### src/tkt_pkg.sv
package tkt_pkg;

   // command and marker bytes
   localparam logic [7:0] TKT_CMD_COMPAT_WR = 8'ha0;
   localparam logic [7:0] TKT_CMD_AUTH1 = 8'h1a;
   localparam logic [7:0] TKT_AUTH_ARG = 8'h00;
   localparam logic [7:0] TKT_MARK_MORE = 8'haf;
   localparam logic [7:0] TKT_MARK_DONE = 8'h00;
   localparam logic [7:0] TKT_PAGE_MIN = 8'h02;
   localparam logic [7:0] TKT_PAGE_MAX = 8'h2f;

   // four-bit answers
   localparam logic [3:0] TKT_ACK = 4'ha;
   localparam logic [3:0] TKT_NAK_EEPROM = 4'h2;
   localparam logic [3:0] TKT_NAK_CRC = 4'h1;
   localparam logic [3:0] TKT_NAK_OTHER = 4'h0;

   // frame lengths in bytes, crc stripped by the frame layer
   localparam logic [4:0] TKT_LEN_CMD = 5'd2;
   localparam logic [4:0] TKT_LEN_WR_DATA = 5'd16;
   localparam logic [4:0] TKT_LEN_AUTH2 = 5'd17;
   localparam logic [4:0] TKT_LEN_BUF = 5'd17;
   localparam logic [3:0] TKT_LEN_RESP = 4'd9;
   localparam int TKT_BLK_A_POS = 1;
   localparam int TKT_BLK_B_POS = 9;

   // timing
   localparam int TKT_CLK_MHZ = 100;
   localparam int TKT_FC_KHZ = 13560;
   localparam int TKT_FDT_N = 9;
   localparam int TKT_FDT_UNITS = TKT_FDT_N * 128 + 84;
   localparam logic [19:0] TKT_FDT_MIN_CYC =
      20'((TKT_FDT_UNITS * TKT_CLK_MHZ * 1000 + TKT_FC_KHZ - 1) / TKT_FC_KHZ);
   localparam int TKT_TO_P1_MS = 5;
   localparam int TKT_TO_P2_MS = 10;
   localparam logic [19:0] TKT_TO_P1_CYC = 20'(TKT_TO_P1_MS * TKT_CLK_MHZ * 1000);
   localparam logic [19:0] TKT_TO_P2_CYC = 20'(TKT_TO_P2_MS * TKT_CLK_MHZ * 1000);

   typedef enum logic [2:0] {ST_IDLE, ST_CIPH, ST_MEM, ST_WAIT, ST_TX} tkt_state_e;

   typedef struct packed {
      logic valid;
      logic last;
      logic crc_ok;
      logic [7:0] data;
   } tkt_rx_s;

   typedef struct packed {
      logic valid;
      logic nibble;
      logic last;
      logic [7:0] data;
   } tkt_tx_s;

   typedef struct packed {
      logic wr;
      logic [7:0] page;
      logic [31:0] data;
   } tkt_mem_req_s;

   typedef struct packed {
      logic start;
      logic decrypt;
      logic [63:0] blk;
   } tkt_ciph_req_s;

   typedef struct packed {
      tkt_state_e st;
      logic [16:0][7:0] buf_b;
      logic [4:0] cnt_b;
      logic wr_pend;
      logic auth_pend;
      logic authed;
      logic [63:0] card_random_challenge;
      logic [63:0] reader_random_number;
      logic [1:0] step;
      logic busy;
      logic [8:0][7:0] txb;
      logic [3:0] tx_left;
      logic tx_nib;
      logic [19:0] tmr;
      logic [19:0] tmo;
      tkt_mem_req_s mem;
      tkt_ciph_req_s ciph;
   } tkt_core_s;

   localparam tkt_core_s TKT_CORE_RST = '0;

endpackage : tkt_pkg

### src/tkt_wr_auth.sv
`timescale 1ns/1ps
// Functional notes
// - compat write is A0h plus page byte 02h..2Fh, frame closed by CRC
// - of sixteen data bytes only bytes 0..3 go to the page
// - write phase answers not before n=9; reader waits 5 ms, then 10 ms
// - auth frames use same framing, CRC check and ACK/NAK as other commands
// - accepted halt clears the authenticated status
// - valid first pass answers AFh plus eight bytes of encrypted challenge
// - good second pass answers 00h plus encrypted shifted reader random
// - auth answers not before n=9; reader gives up after 5 ms
// - ACK is Ah; NAK codes 2h, 1h, 0h; anything else counts as NAK
// - after any NAK the card resets internally and drops authentication
module tkt_wr_auth #(
   parameter logic [19:0] FDT_MIN_CYC = tkt_pkg::TKT_FDT_MIN_CYC,
   parameter logic [19:0] TO_P1_CYC = tkt_pkg::TKT_TO_P1_CYC,
   parameter logic [19:0] TO_P2_CYC = tkt_pkg::TKT_TO_P2_CYC
) (
   input wire logic clk_sys,              // system clock
   input wire logic rst,                  // synchronous reset
   input tkt_pkg::tkt_rx_s rx,            // received bytes and frame end
   output tkt_pkg::tkt_tx_s tx,           // answer bytes or nibble
   input wire logic tx_ready,             // frame layer takes tx byte
   output tkt_pkg::tkt_mem_req_s mem,     // page write request
   input wire logic mem_done,             // page programming finished
   input wire logic mem_err,              // programming failed
   output tkt_pkg::tkt_ciph_req_s ciph,   // cipher block request
   input wire logic ciph_done,            // cipher result strobe
   input wire logic [63:0] ciph_out,      // cipher result block
   input wire logic [63:0] rnd_in,        // random source
   input wire logic halt_ok,              // halt accepted pulse
   output logic authenticated             // authenticated state
);
   import tkt_pkg::*;

   tkt_core_s s_q;
   tkt_core_s s_d;

   function automatic logic [63:0] tkt_rol8(input logic [63:0] x);
      return {x[55:0], x[63:56]};
   endfunction : tkt_rol8

   function automatic logic [63:0] tkt_blk(input logic [16:0][7:0] b, input int pos);
      logic [63:0] r;
      r = '0;
      for (int i = 0; i < 8; i++) begin
         r[63-8*i -: 8] = b[pos+i];
      end
      return r;
   endfunction : tkt_blk

   function automatic logic [8:0][7:0] tkt_resp(input logic [7:0] mark, input logic [63:0] blk);
      logic [8:0][7:0] r;
      r = '0;
      r[0] = mark;
      for (int i = 0; i < 8; i++) begin
         r[i+1] = blk[63-8*i -: 8];
      end
      return r;
   endfunction : tkt_resp

   // four-bit answer; a NAK also performs the internal reset
   function automatic tkt_core_s tkt_nibble(input tkt_core_s s, input logic [3:0] code);
      tkt_core_s r;
      r = s;
      r.txb = '0;
      r.txb[0] = {4'h0, code};
      r.tx_nib = 1'b1;
      r.tx_left = 4'd1;
      r.st = ST_WAIT;
      r.busy = 1'b0;
      r.mem.wr = 1'b0;
      if (code != TKT_ACK) begin
         r.authed = 1'b0;
         r.wr_pend = 1'b0;
         r.auth_pend = 1'b0;
      end
      return r;
   endfunction : tkt_nibble

   always_comb begin
      s_d = s_q;
      s_d.ciph.start = 1'b0;
      if (s_q.st != ST_IDLE && s_q.tmr != '1) begin
         s_d.tmr = s_q.tmr + 20'd1;
      end
      case (s_q.st)
         ST_IDLE: begin
            if (rx.valid) begin
               if (s_q.cnt_b < TKT_LEN_BUF) begin
                  s_d.buf_b[s_q.cnt_b] = rx.data;
               end
               if (s_q.cnt_b != '1) begin
                  s_d.cnt_b = s_q.cnt_b + 5'd1;
               end
            end
            if (rx.last && s_q.cnt_b != '0) begin
               s_d.cnt_b = '0;
               s_d.tmr = '0;
               if (!rx.crc_ok) begin
                  s_d = tkt_nibble(s_d, TKT_NAK_CRC);
               end else if (s_q.wr_pend) begin
                  s_d.wr_pend = 1'b0;
                  if (s_q.cnt_b == TKT_LEN_WR_DATA) begin
                     // bytes 4..15 are dropped unseen
                     s_d.mem.wr = 1'b1;
                     s_d.mem.data = {s_q.buf_b[3], s_q.buf_b[2], s_q.buf_b[1], s_q.buf_b[0]};
                     s_d.tmo = TO_P2_CYC;
                     s_d.st = ST_MEM;
                  end else begin
                     s_d = tkt_nibble(s_d, TKT_NAK_OTHER);
                  end
               end else if (s_q.buf_b[0] == TKT_CMD_COMPAT_WR) begin
                  s_d.auth_pend = 1'b0;
                  if (s_q.cnt_b == TKT_LEN_CMD && s_q.buf_b[1] >= TKT_PAGE_MIN
                      && s_q.buf_b[1] <= TKT_PAGE_MAX) begin
                     s_d.mem.page = s_q.buf_b[1];
                     s_d.wr_pend = 1'b1;
                     s_d.tmo = TO_P1_CYC;
                     s_d = tkt_nibble(s_d, TKT_ACK);
                  end else begin
                     s_d = tkt_nibble(s_d, TKT_NAK_OTHER);
                  end
               end else if (s_q.buf_b[0] == TKT_CMD_AUTH1) begin
                  s_d.auth_pend = 1'b0;
                  if (s_q.cnt_b == TKT_LEN_CMD && s_q.buf_b[1] == TKT_AUTH_ARG) begin
                     // a new pass one withdraws any earlier authentication
                     s_d.authed = 1'b0;
                     s_d.card_random_challenge = rnd_in;
                     s_d.step = 2'd0;
                     s_d.tmo = TO_P1_CYC;
                     s_d.st = ST_CIPH;
                  end else begin
                     s_d = tkt_nibble(s_d, TKT_NAK_OTHER);
                  end
               end else if (s_q.buf_b[0] == TKT_MARK_MORE) begin
                  s_d.auth_pend = 1'b0;
                  if (s_q.auth_pend && s_q.cnt_b == TKT_LEN_AUTH2) begin
                     s_d.step = 2'd1;
                     s_d.tmo = TO_P1_CYC;
                     s_d.st = ST_CIPH;
                  end else begin
                     s_d = tkt_nibble(s_d, TKT_NAK_OTHER);
                  end
               end else begin
                  // not one of ours: a pending second pass is forgotten
                  s_d.auth_pend = 1'b0;
               end
            end
         end
         ST_CIPH: begin
            if (!s_q.busy) begin
               s_d.busy = 1'b1;
               s_d.ciph.start = 1'b1;
               case (s_q.step)
                  2'd0: begin
                     s_d.ciph.decrypt = 1'b0;
                     s_d.ciph.blk = s_q.card_random_challenge;
                  end
                  2'd1: begin
                     s_d.ciph.decrypt = 1'b1;
                     s_d.ciph.blk = tkt_blk(s_q.buf_b, TKT_BLK_A_POS);
                  end
                  2'd2: begin
                     s_d.ciph.decrypt = 1'b1;
                     s_d.ciph.blk = tkt_blk(s_q.buf_b, TKT_BLK_B_POS);
                  end
                  default: begin
                     s_d.ciph.decrypt = 1'b0;
                     s_d.ciph.blk = tkt_rol8(s_q.reader_random_number);
                  end
               endcase
            end else if (ciph_done) begin
               s_d.busy = 1'b0;
               case (s_q.step)
                  2'd0: begin
                     s_d.txb = tkt_resp(TKT_MARK_MORE, ciph_out);
                     s_d.tx_nib = 1'b0;
                     s_d.tx_left = TKT_LEN_RESP;
                     s_d.auth_pend = 1'b1;
                     s_d.st = ST_WAIT;
                  end
                  2'd1: begin
                     s_d.reader_random_number = ciph_out;
                     s_d.step = 2'd2;
                  end
                  2'd2: begin
                     if (ciph_out == tkt_rol8(s_q.card_random_challenge)) begin
                        s_d.authed = 1'b1;
                        s_d.step = 2'd3;
                     end else begin
                        s_d = tkt_nibble(s_d, TKT_NAK_OTHER);
                     end
                  end
                  default: begin
                     s_d.txb = tkt_resp(TKT_MARK_DONE, ciph_out);
                     s_d.tx_nib = 1'b0;
                     s_d.tx_left = TKT_LEN_RESP;
                     s_d.st = ST_WAIT;
                  end
               endcase
            end
         end
         ST_MEM: begin
            if (mem_done) begin
               s_d = tkt_nibble(s_d, mem_err ? TKT_NAK_EEPROM : TKT_ACK);
            end
         end
         ST_WAIT: begin
            if (s_q.tmr >= FDT_MIN_CYC) begin
               s_d.st = ST_TX;
            end
         end
         default: begin
            if (tx_ready) begin
               s_d.txb = {8'h00, s_q.txb[8:1]};
               s_d.tx_left = s_q.tx_left - 4'd1;
               if (s_q.tx_left == 4'd1) begin
                  s_d.st = ST_IDLE;
               end
            end
         end
      endcase
      // the reader has given up by now; an answer would only collide
      if ((s_q.st == ST_CIPH || s_q.st == ST_MEM) && s_q.tmr >= s_q.tmo) begin
         s_d.st = ST_IDLE;
         s_d.busy = 1'b0;
         s_d.mem.wr = 1'b0;
         s_d.ciph.start = 1'b0;
         s_d.wr_pend = 1'b0;
         s_d.auth_pend = 1'b0;
      end
      if (halt_ok) begin
         s_d.authed = 1'b0;
         s_d.auth_pend = 1'b0;
         s_d.wr_pend = 1'b0;
      end
   end

   always_ff @(posedge clk_sys) begin
      if (rst) begin
         s_q <= TKT_CORE_RST;
      end else begin
         s_q <= s_d;
      end
   end

   assign tx.valid = (s_q.st == ST_TX);
   assign tx.nibble = s_q.tx_nib;
   assign tx.last = (s_q.tx_left == 4'd1);
   assign tx.data = s_q.txb[0];
   assign mem = s_q.mem;
   assign ciph = s_q.ciph;
   assign authenticated = s_q.authed;

   chk_answer_not_early: assert property (
      @(posedge clk_sys) disable iff (rst) tx.valid |-> s_q.tmr >= FDT_MIN_CYC)
      else $error("answer sent before minimum frame delay");
   chk_halt_drops_auth: assert property (
      @(posedge clk_sys) disable iff (rst) halt_ok |=> !authenticated)
      else $error("authentication survived halt");
   chk_nak_drops_auth: assert property (
      @(posedge clk_sys) disable iff (rst)
      tx.valid && tx.nibble && tx.data[3:0] != TKT_ACK |-> !authenticated && !s_q.wr_pend)
      else $error("state kept after NAK");
   chk_wr_page_range: assert property (
      @(posedge clk_sys) disable iff (rst)
      mem.wr |-> mem.page >= TKT_PAGE_MIN && mem.page <= TKT_PAGE_MAX)
      else $error("page write outside legal range");
   chk_wr_after_ack: assert property (
      @(posedge clk_sys) disable iff (rst) $rose(mem.wr) |-> $past(s_q.wr_pend))
      else $error("page write without acknowledged address phase");
   chk_wr_low_bytes: assert property (
      @(posedge clk_sys) disable iff (rst)
      $rose(mem.wr) |-> mem.data[7:0] == $past(s_q.buf_b[0])
      && mem.data[31:24] == $past(s_q.buf_b[3]))
      else $error("page data not taken from bytes 0 to 3");
   chk_crc_nak: assert property (
      @(posedge clk_sys) disable iff (rst)
      s_q.st == ST_IDLE && rx.last && s_q.cnt_b != '0 && !rx.crc_ok
      |=> s_q.st == ST_WAIT && s_q.tx_nib && s_q.txb[0][3:0] == TKT_NAK_CRC)
      else $error("bad CRC not answered with its NAK");
   chk_auth1_reply: assert property (
      @(posedge clk_sys) disable iff (rst)
      s_q.st == ST_CIPH && s_q.busy && s_q.step == 2'd0 && ciph_done && s_q.tmr < s_q.tmo
      |=> s_q.txb[0] == TKT_MARK_MORE && s_q.tx_left == TKT_LEN_RESP && s_q.auth_pend)
      else $error("first pass reply malformed");
   chk_auth_on_match: assert property (
      @(posedge clk_sys) disable iff (rst)
      $rose(authenticated) |-> $past(ciph_done)
      && $past(ciph_out) == tkt_rol8(s_q.card_random_challenge))
      else $error("authenticated without matching challenge");
   chk_auth2_reply: assert property (
      @(posedge clk_sys) disable iff (rst)
      s_q.st == ST_CIPH && s_q.busy && s_q.step == 2'd3 && ciph_done && s_q.tmr < s_q.tmo
      |=> s_q.txb[0] == TKT_MARK_DONE && s_q.tx_left == TKT_LEN_RESP && authenticated)
      else $error("second pass reply malformed");

endmodule : tkt_wr_auth

### config.mk
export PLATFORM = sky130hd
export DESIGN_NAME = tkt_wr_auth
export DESIGN_NICKNAME = d
export VERILOG_FILES = /design/src/tkt_pkg.sv /design/src/tkt_wr_auth.sv
export SDC_FILE = /design/constraint.sdc
export NUM_CORES = 1
export LEC_CHECK = 0
export BUFFER_PORTS_ARGS = -buffer_cell sky130_fd_sc_hd__buf_4
export CAP_MARGIN = 25
export CELL_PAD_IN_SITES_DETAIL_PLACEMENT = 0
export CELL_PAD_IN_SITES_GLOBAL_PLACEMENT = 1
export CORE_UTILIZATION = 44
export CTS_CLUSTER_DIAMETER = 120
export DETAILED_ROUTE_END_ITERATION = 16
export PLACE_DENSITY = 0.83
export SLEW_MARGIN = 20
export SYNTH_ARGS = -nofsm -noshare
export SYNTH_HDL_FRONTEND = slang
export SYNTH_SLANG_ARGS = --single-unit
### constraint.sdc
create_clock -name clk_sys -period 2.7 [get_ports clk_sys]
set_clock_uncertainty 0.1 [all_clocks]
set_input_delay 0 -clock clk_sys [delete_from_list [all_inputs] [get_ports clk_sys]]
set_output_delay 0 -clock clk_sys [all_outputs]
set_load 0.01 [all_outputs]
# == Word level (Yosys, flattened, before mapping) ==
# Index checks and enable logic that the tools add are counted.
# totals
ff_bits,502
out_inout_bits,119
inputBits,146
# op_classes
bitwise,8
mux,65
order_cmp,7
n_eq_ne,44
reduce_logical,43
n_addsub,3
# op_table
operator,count
$mux W502,7
$pmux W275 S3,1
$pmux W148 S3,1
$mux W358,1
$mux W356,1
$pmux W76 S4,1
$mux W277,1
$pmux W77 S3,1
$mux W230,1
$mux W224,1
$mux W107,2
$mux W98,2
$pmux W65 S3,1
$mux W158,1
$mux W147,1
$mux W146,1
$mux W145,1
$mux W142,1
$mux W141,1
$bwmux W136,1
$mux W136,1
$pmux W66 S2,1
$mux W129,1
$mux W76,1
other kinds (69),138

# == Logic depth before layout (Yosys ltp) ==
# Gate-level depths: netlist of run 1.
# depth
word_depth,14
depth_mapped,11
depth_no_buf,9

# == Worst setup path before layout of run 1 ==
# OpenSTA, ideal clock, no wires.
# synth_timing
kind,reg-to-reg
start,register s_q[359] (netlist bit)
end,register s_q[151] (netlist bit)
path_stages_with_launch,12
required_time_ps,2483
synth_period_minus_slack_ps,2437
setup_time_ps,117
slack_ps,263
t_arrival_ps,2220
cell_sequence,dfxtp_1 > inv_1 > ha_1 > clkbuf_2 > a311oi_1 > o22ai_1 > a221oi_2 > o211a_1 > buf_6 > buf_6 > o21ai_1 > a32o_1
# synth_via
elab_chain_len,4
elab_cells_between_ends,12
classes_between,eq/ne: 7; reduce/logical: 5
# synth_lines
element,line_no,rtl
start: declaration,tkt_wr_auth.sv:35,tkt_core_s s_q;
start signal: assignment,tkt_wr_auth.sv:241,s_q <= TKT_CORE_RST;
start signal: assignment,tkt_wr_auth.sv:243,s_q <= s_d;
"$eq A5 B2 Y1, or another cell as far along",tkt_wr_auth.sv:125,if (s_q.cnt_b == TKT_LEN_CMD && s_q.buf_b[1] == TKT_AUTH_ARG) begin
"$logic_and A1 B1 Y1, on equally long branches","tkt_wr_auth.sv:125, tkt_wr_auth.sv:96, tkt_wr_auth.sv:137",
$ne A6 B6 Y1 (no line) / $ne A2 B2 Y1 (equally long branches),n/a,
$reduce_and A12 Y1 (no line) *,n/a,
# Mark *: on every way between the ends. The rest lies on a longest branch, timed or not.
# A chain may end at the register's enable or synchronous reset.

# == Worst setup path in the final report of run 1 ==
# layout_timing
start,register s_q[368] (netlist bit)
end,register s_q[149] (netlist bit)
# layout_via
elab_chain_len,7
elab_cells_between_ends,13
classes_between,eq/ne: 6; mux: 6; reduce/logical: 1
# layout_lines
element,line_no,rtl
$eq A8 B5 Y1,tkt_wr_auth.sv:123,end else if (s_q.buf_b[0] == TKT_CMD_AUTH1) begin
$mux W502,tkt_wr_auth.sv:123,
$mux W502,tkt_wr_auth.sv:112,end else if (s_q.buf_b[0] == TKT_CMD_COMPAT_WR) begin
$mux W502,tkt_wr_auth.sv:101,end else if (s_q.wr_pend) begin
$mux W502,tkt_wr_auth.sv:99,if (!rx.crc_ok) begin
$mux W502,tkt_wr_auth.sv:96,if (rx.last && s_q.cnt_b != '0) begin
$pmux W76 S4,tkt_wr_auth.sv:86,case (s_q.st)
# Several ways; a longest one is shown, not always the timed one. The select of a mux whose other input is x is not followed.

==> metrics.txt, run 1 <==
sinks on the clock net ~490; detailed-route DRC error count 0; synth-to-layout area growth 25.4%; number of port buffers 264; cell count after synthesis 2,641; CTS Buf Count 53; Tmin final roughly 2.7 ns; total of flip-flops plus latches after synthesis between 400 and 500; setup repair after global routing missed its margin true; nature of the critical path endpoint register; total length of routed wires between 80 and 90 mm; pin count of the biggest net entering global routing 142; Die Y about 230 microns; Wirelength per Cell about 23 microns; setup fix buffers added after clock tree synthesis 0; Initial Utilization 0.450; Synth warnings 0; top cell type's share of synthesized area 0.437; core utilization of the finished layout 0.564; post-synthesis net count 2,813; worst supply voltage drop on vdd roughly 0.49 mV; overall routing resource usage 0.307; most frequently used cell type in the post-synthesis netlist dfxtp_1; Via density 5.80; Total Die Area 51,400 sq um; top-level I/O count around 270; remaining number of nets flagged by the antenna check after routing 0; Pleak between 0.01 and 0.015 uW; actual transition at the worst max-transition pin between 0.7 and 0.8 ns; crit start category register; share of synthesized flip-flops with an asynchronous set or reset 0; CP max-delay cell or4_1; share of cells above drive strength 1 0.187; worst slew margin relative to its limit 0.520; Yosys top cell by area dfxtp_1; Final Net Count approximately 3,000; average cell area after synthesis roughly 8.4 sq um; horizontal die dimension approximately 230 microns; most numerous cell types in the synthesized netlist dfxtp_1 (485), nand2_1 (431), nor2_1 (298), a21oi_1 (268), clkbuf_1 (159); most area-consuming cells after synthesis dfxtp_1 (44%), nand2_1 (7.3%), a21oi_1 (6.0%); CTS tree built; arrival time worst endpoint slightly above 3 ns; final RePlAce weighted congestion about 0.94; clk slew on worst S/H paths approximately 0.060 ns; setup-violating endpoint count in the final report 0; number of distinct library cells after synthesis 72; sequential-to-total area share from yosys stat 0.437; worst skew pair latency ~0.63 ns; count of flip-flops with a built-in enable after synthesis 0; total congestion overflow 0; Worst Path Required a little over 3 ns; first-pass GRT wire length around 120 mm; worst-path cell chain nor4b_4, and2_4, o22ai_1, a221oi_2, o211ai_1, buf_4, or4_1, o31ai_1; total number of H-tree levels 2; highest fanout seen on the critical path 7; number of rows in the core area 81; DR vias 20,800; Clock Path Buffers 3; DPL Wire Length 56.2 mm; Post-synth top flop dfxtp_1; number of global-route vias before repair about 19,000; overall power roughly 21,000 uW; Crit path largest cell delay 0.48 ns; power density normalized to cell area approximately 750 nW/um^2; CTS root buf clkbuf_16; kind of critical path reg -> reg; total of fill cells in the finished design roughly 4,400; run status complete, no violations; area of the mapped netlist about 22,000 sq um; first-iteration detailed-routing DRC count approximately 2,900; post-route clock period utilization 0.982; Placed Cells 3,345; antenna violations before repair 4; fin cells 3,589; max-capacitance violation count 0; highest clock frequency the design can meet approximately 380 MHz; number of pins exceeding their max-slew limit in the final report 0; hold violation total from the final report 0; worst min-delay path category in -> reg; core area between 40,000 and 50,000 sq um; drt first pass iters 9
==> critical path, delay by kind of cell, from the launching register on <==
kind            cells  cell delay [ns]
flops               1             0.39
simple gates        3             1.06
buf+inv             1             0.20
compound gates      4             0.81
==> where the power goes <==
part	leakage [uW]	internal, uW	switching (uW)
sequential	0.00391	7630	371
clock	0.000949	4860	3170
combinational	0.00553	1910	3040
==> cell type report <==
class                      count  area (sq um)  area share
tap                          664           831      0.0298
timing repair buffer         514          4480       0.161
sequential                   485          9710       0.349
clock buffer                  70          1530      0.0550
clock inverter                27           404      0.0145
multi-input combinational   1807         10800       0.388
antenna                        2          5.00    0.000180
inverter                      20          75.1     0.00270
==> registers in the layout (all words and copies together) (netlist names) <==
| signal | count |
|---|---|
| authenticated | 1 |
| ciph | 66 |
| mem | 41 |
| s_q | 368 |
| tx | 9 |
==> layer usage <==
layer  vias to the layer above  track usage  routed length, microns
met5                         -            0                      13
met4                         2       0.0992                    2240
met3                       144       0.0434                    7910
met2                      1074        0.472                   35900
met1                     10000        0.439                   35200
li1                       9570            -                       -
==> final timing paths <==
kind                 start  slack [ns]       endpoint  cells after the start
hold / removal     halt_ok        0.08  authenticated                      3
setup reg to reg  s_q[368]        0.05       s_q[149]                      8
setup / recovery  s_q[368]        0.05       s_q[149]                      8
hold reg to reg   ciph[31]        0.35       ciph[31]                      2
==> placed cells by master, fill, tap and decap left out, types with 8 or more instances in the layout <==
master	Yosys	routed
nand3_1	84	84
ha_1	26	21
nand2_1	431	431
a21oi_1	268	268
inv_1	20	20
a222oi_1	64	64
a211oi_1	23	22
and3_1	8	8
nor3_1	13	12
clkinv_2	0	10
bufinv_16	0	9
nor2_1	298	295
dlygate4sd3_1	0	145
xnor2_1	76	76
clkbuf_8	0	12
mux2i_1	125	125
buf_12	0	20
o21ai_0	82	82
nor3b_1	55	55
dfxtp_1	485	483
a22oi_1	74	74
a211oi_2	40	41
buf_4	127	347
clkbuf_16	0	54
nand4_1	28	28
==> repair_timing <==
action / in CTS / in global routing
setup endpoints to repair: 2 / 132
hold endpoints to repair: 418 / 0
gates resized for setup: 2 / 16
hold buffers: 145 / 0
pin swaps: 0 / 3
==> cells by family (layout without fill, tap and decap cells) <==
| logic type | count (synthesis) | after routing | synth area share |
|---|---|---|---|
| other | 0 | 2 | 0 |
| xor gates and xnor gates | 80 | 80 | 0.0315 |
| AOI/OAI and AO/OA | 592 | 592 | 0.179 |
| DFF | 485 | 485 | 0.437 |
| muxes | 127 | 127 | 0.0574 |
| buffers and inverters | 349 | 631 | 0.0837 |
| adders and majority gates | 26 | 26 | 0.0146 |
| and+or+nand+nor | 982 | 982 | 0.197 |
==> metrics by stage <==
stage / TNS [ns] / cell area [sq um] / worst slack [ns] / hold slack, ns
floorplan: 0 / 22200 / 0.263 / -0.0215
global placement: 0 / 24300 / 0.0106 / 0.132
detailed placement: -0.0226 / 24300 / -0.0226 / 0.143
CTS: 0 / 27700 / 0.0115 / 0.0494
global route: -0.0620 / 27800 / -0.0395 / 0.0831
finish: 0 / 27800 / 0.0499 / 0.0754
No activity file was read; power rests on OpenSTA's default activity.
==> run 2: changes to the inputs <==
--- a/config.mk
+++ b/config.mk
@@ -9,10 +9,12 @@
 export CAP_MARGIN = 25
 export CELL_PAD_IN_SITES_DETAIL_PLACEMENT = 0
 export CELL_PAD_IN_SITES_GLOBAL_PLACEMENT = 1
+export CORE_ASPECT_RATIO = 1.4
 export CORE_UTILIZATION = 44
 export CTS_CLUSTER_DIAMETER = 120
 export DETAILED_ROUTE_END_ITERATION = 16
 export PLACE_DENSITY = 0.83
+export SKIP_CTS_REPAIR_TIMING = 1
 export SLEW_MARGIN = 20
 export SYNTH_ARGS = -nofsm -noshare
 export SYNTH_HDL_FRONTEND = slang
==> metrics.txt, run 2 (synthesized netlist as in run 1, its figures left out) <==
number of pins exceeding their max-slew limit in the final report 0; total number of H-tree levels 2; overall routing resource usage 0.298; worst supply voltage drop on vdd about 0.6 mV; first-iteration detailed-routing DRC count ~2,300; run status complete, no violations; Total Die Area 51,400 sq um; power density normalized to cell area around 700 nW/um^2; remaining number of nets flagged by the antenna check after routing 0; antenna violations before repair 1; max-capacitance violation count 0; DR vias between 20,000 and 25,000; Clock Path Buffers 3; number of port buffers between 200 and 300; hold violation total from the final report 0; number of rows in the core area 97; CTS tree built; Initial Utilization 0.445; top library cells by usage in the layout, fill and taps aside dfxtp_1 (477), nand2_1 (431), buf_4 (356); overall power just under 20,000 uW; sinks on the clock net between 400 and 500; Die Y approximately 270 microns; number of global-route vias before repair 19,100; share of cells above drive strength 1 0.187; Worst Path Required roughly 3.0 ns; CTS Buf Count 47; clk slew on worst S/H paths 0.07 ns; DPL Wire Length 56.6 mm; fin cells approximately 3,600; nature of the critical path endpoint register; highest fanout seen on the critical path 30; CTS root buf clkbuf_16; highest clock frequency the design can meet approximately 380 MHz; Placed Cells ~3,300; first-pass GRT wire length approximately 120 mm; pin count of the biggest net entering global routing ~140; actual transition at the worst max-transition pin between 0.7 and 0.8 ns; worst slew margin relative to its limit 0.532; worst min-delay path category in -> reg; crit start category register; Reg with most FFs s_q; core area roughly 50,000 sq um; drt first pass iters 10; post-route clock period utilization 0.982; total of fill cells in the finished design 4,530; number of flip-flops in the largest register 368; total length of routed wires 80.4 mm; synth-to-layout area growth 23.7%; top-level I/O count roughly 270; Pleak slightly above 0.01 uW; Wirelength per Cell about 23 microns; Final Net Count around 3,100; detailed-route DRC error count 0; final RePlAce weighted congestion a little over 0.9; arrival time worst endpoint approximately 3.0 ns; horizontal die dimension ~190 microns; worst skew pair latency approximately 0.57 ns; Tmin final between 2 and 3 ns; total congestion overflow 0; setup-violating endpoint count in the final report 0; Via density roughly 5.8; kind of critical path reg -> reg; most common cell after layout, fill and taps aside dfxtp_1
run 2: changes by cell type in the layout (fill, tap and decap cells not counted), sizes merged:
cell / change
buf: +10
bufinv: -7
clkbuf: -6
clkinvlp: -4
diode: -1
dlygate4sd3: -1
inv: +1
run 2: area by class of cell:
cell class,instances,area (sq um),share of cell area
diodes,1,2.50,0.0000911
flip-flops and latches,485,9720,0.354
well taps,643,805,0.0293
repair buffers,523,4550,0.166
multi-input cells,1807,10800,0.394
clock buffers,64,1340,0.0488
clock inverters,17,164,0.00597
inverters,20,75.1,0.00273
run 2: final timing paths:
path / from / to / slack, ns / cells past startpoint
worst min register to register: ciph[19] / ciph[19] / 0.35 / 2
worst max register to register: s_q[291] / s_q[188] / 0.05 / 10
worst min-delay path: mem_err / s_q[357] / 0.06 / 5
worst max-delay path: s_q[291] / s_q[188] / 0.05 / 10
run 2: metal layers:
layer	vias up	global-route usage	part of all wire
met4	0	0.147	0.053
met1	9827	0.370	0.39
met5	-	0	0
met3	225	0.0347	0.069
met2	935	0.508	0.49
li1	9558	-	-
run 2: critical path, cell delays in order (launching register included):
cell      delay [ns]
dfxtp_2         0.36
xnor2_2         0.29
nand4_1         0.16
nor4_1          0.26
buf_4           0.17
nand4_1         0.23
buf_6           0.23
o211a_4         0.30
buf_12          0.19
nor2_1          0.14
a211oi_2        0.06
run 2: stage by stage:
step / utilization / area [sq um] / TNS [ns] / hold slack (ns) / worst slack [ns]
floorplan: - / 22200 / 0 / -0.0215 / 0.263
global placement: 0.489 / 24400 / -5.18 / 0.150 / -0.216
detailed placement: 0.489 / 24400 / -6.43 / 0.151 / -0.184
CTS: 0.519 / 25900 / -8.82 / -0.464 / -0.197
global route: 0.551 / 27500 / -0.00632 / 0.0742 / -0.00632
finish: 0.551 / 27500 / 0 / 0.0622 / 0.0494
run 2: where the power goes:
group	total (uW)	leakage, uW	switching, uW	internal (uW)
logic	4950	0.00558	3050	1900
registers	8010	0.00392	377	7630
clock network	6530	0.000750	2850	3680
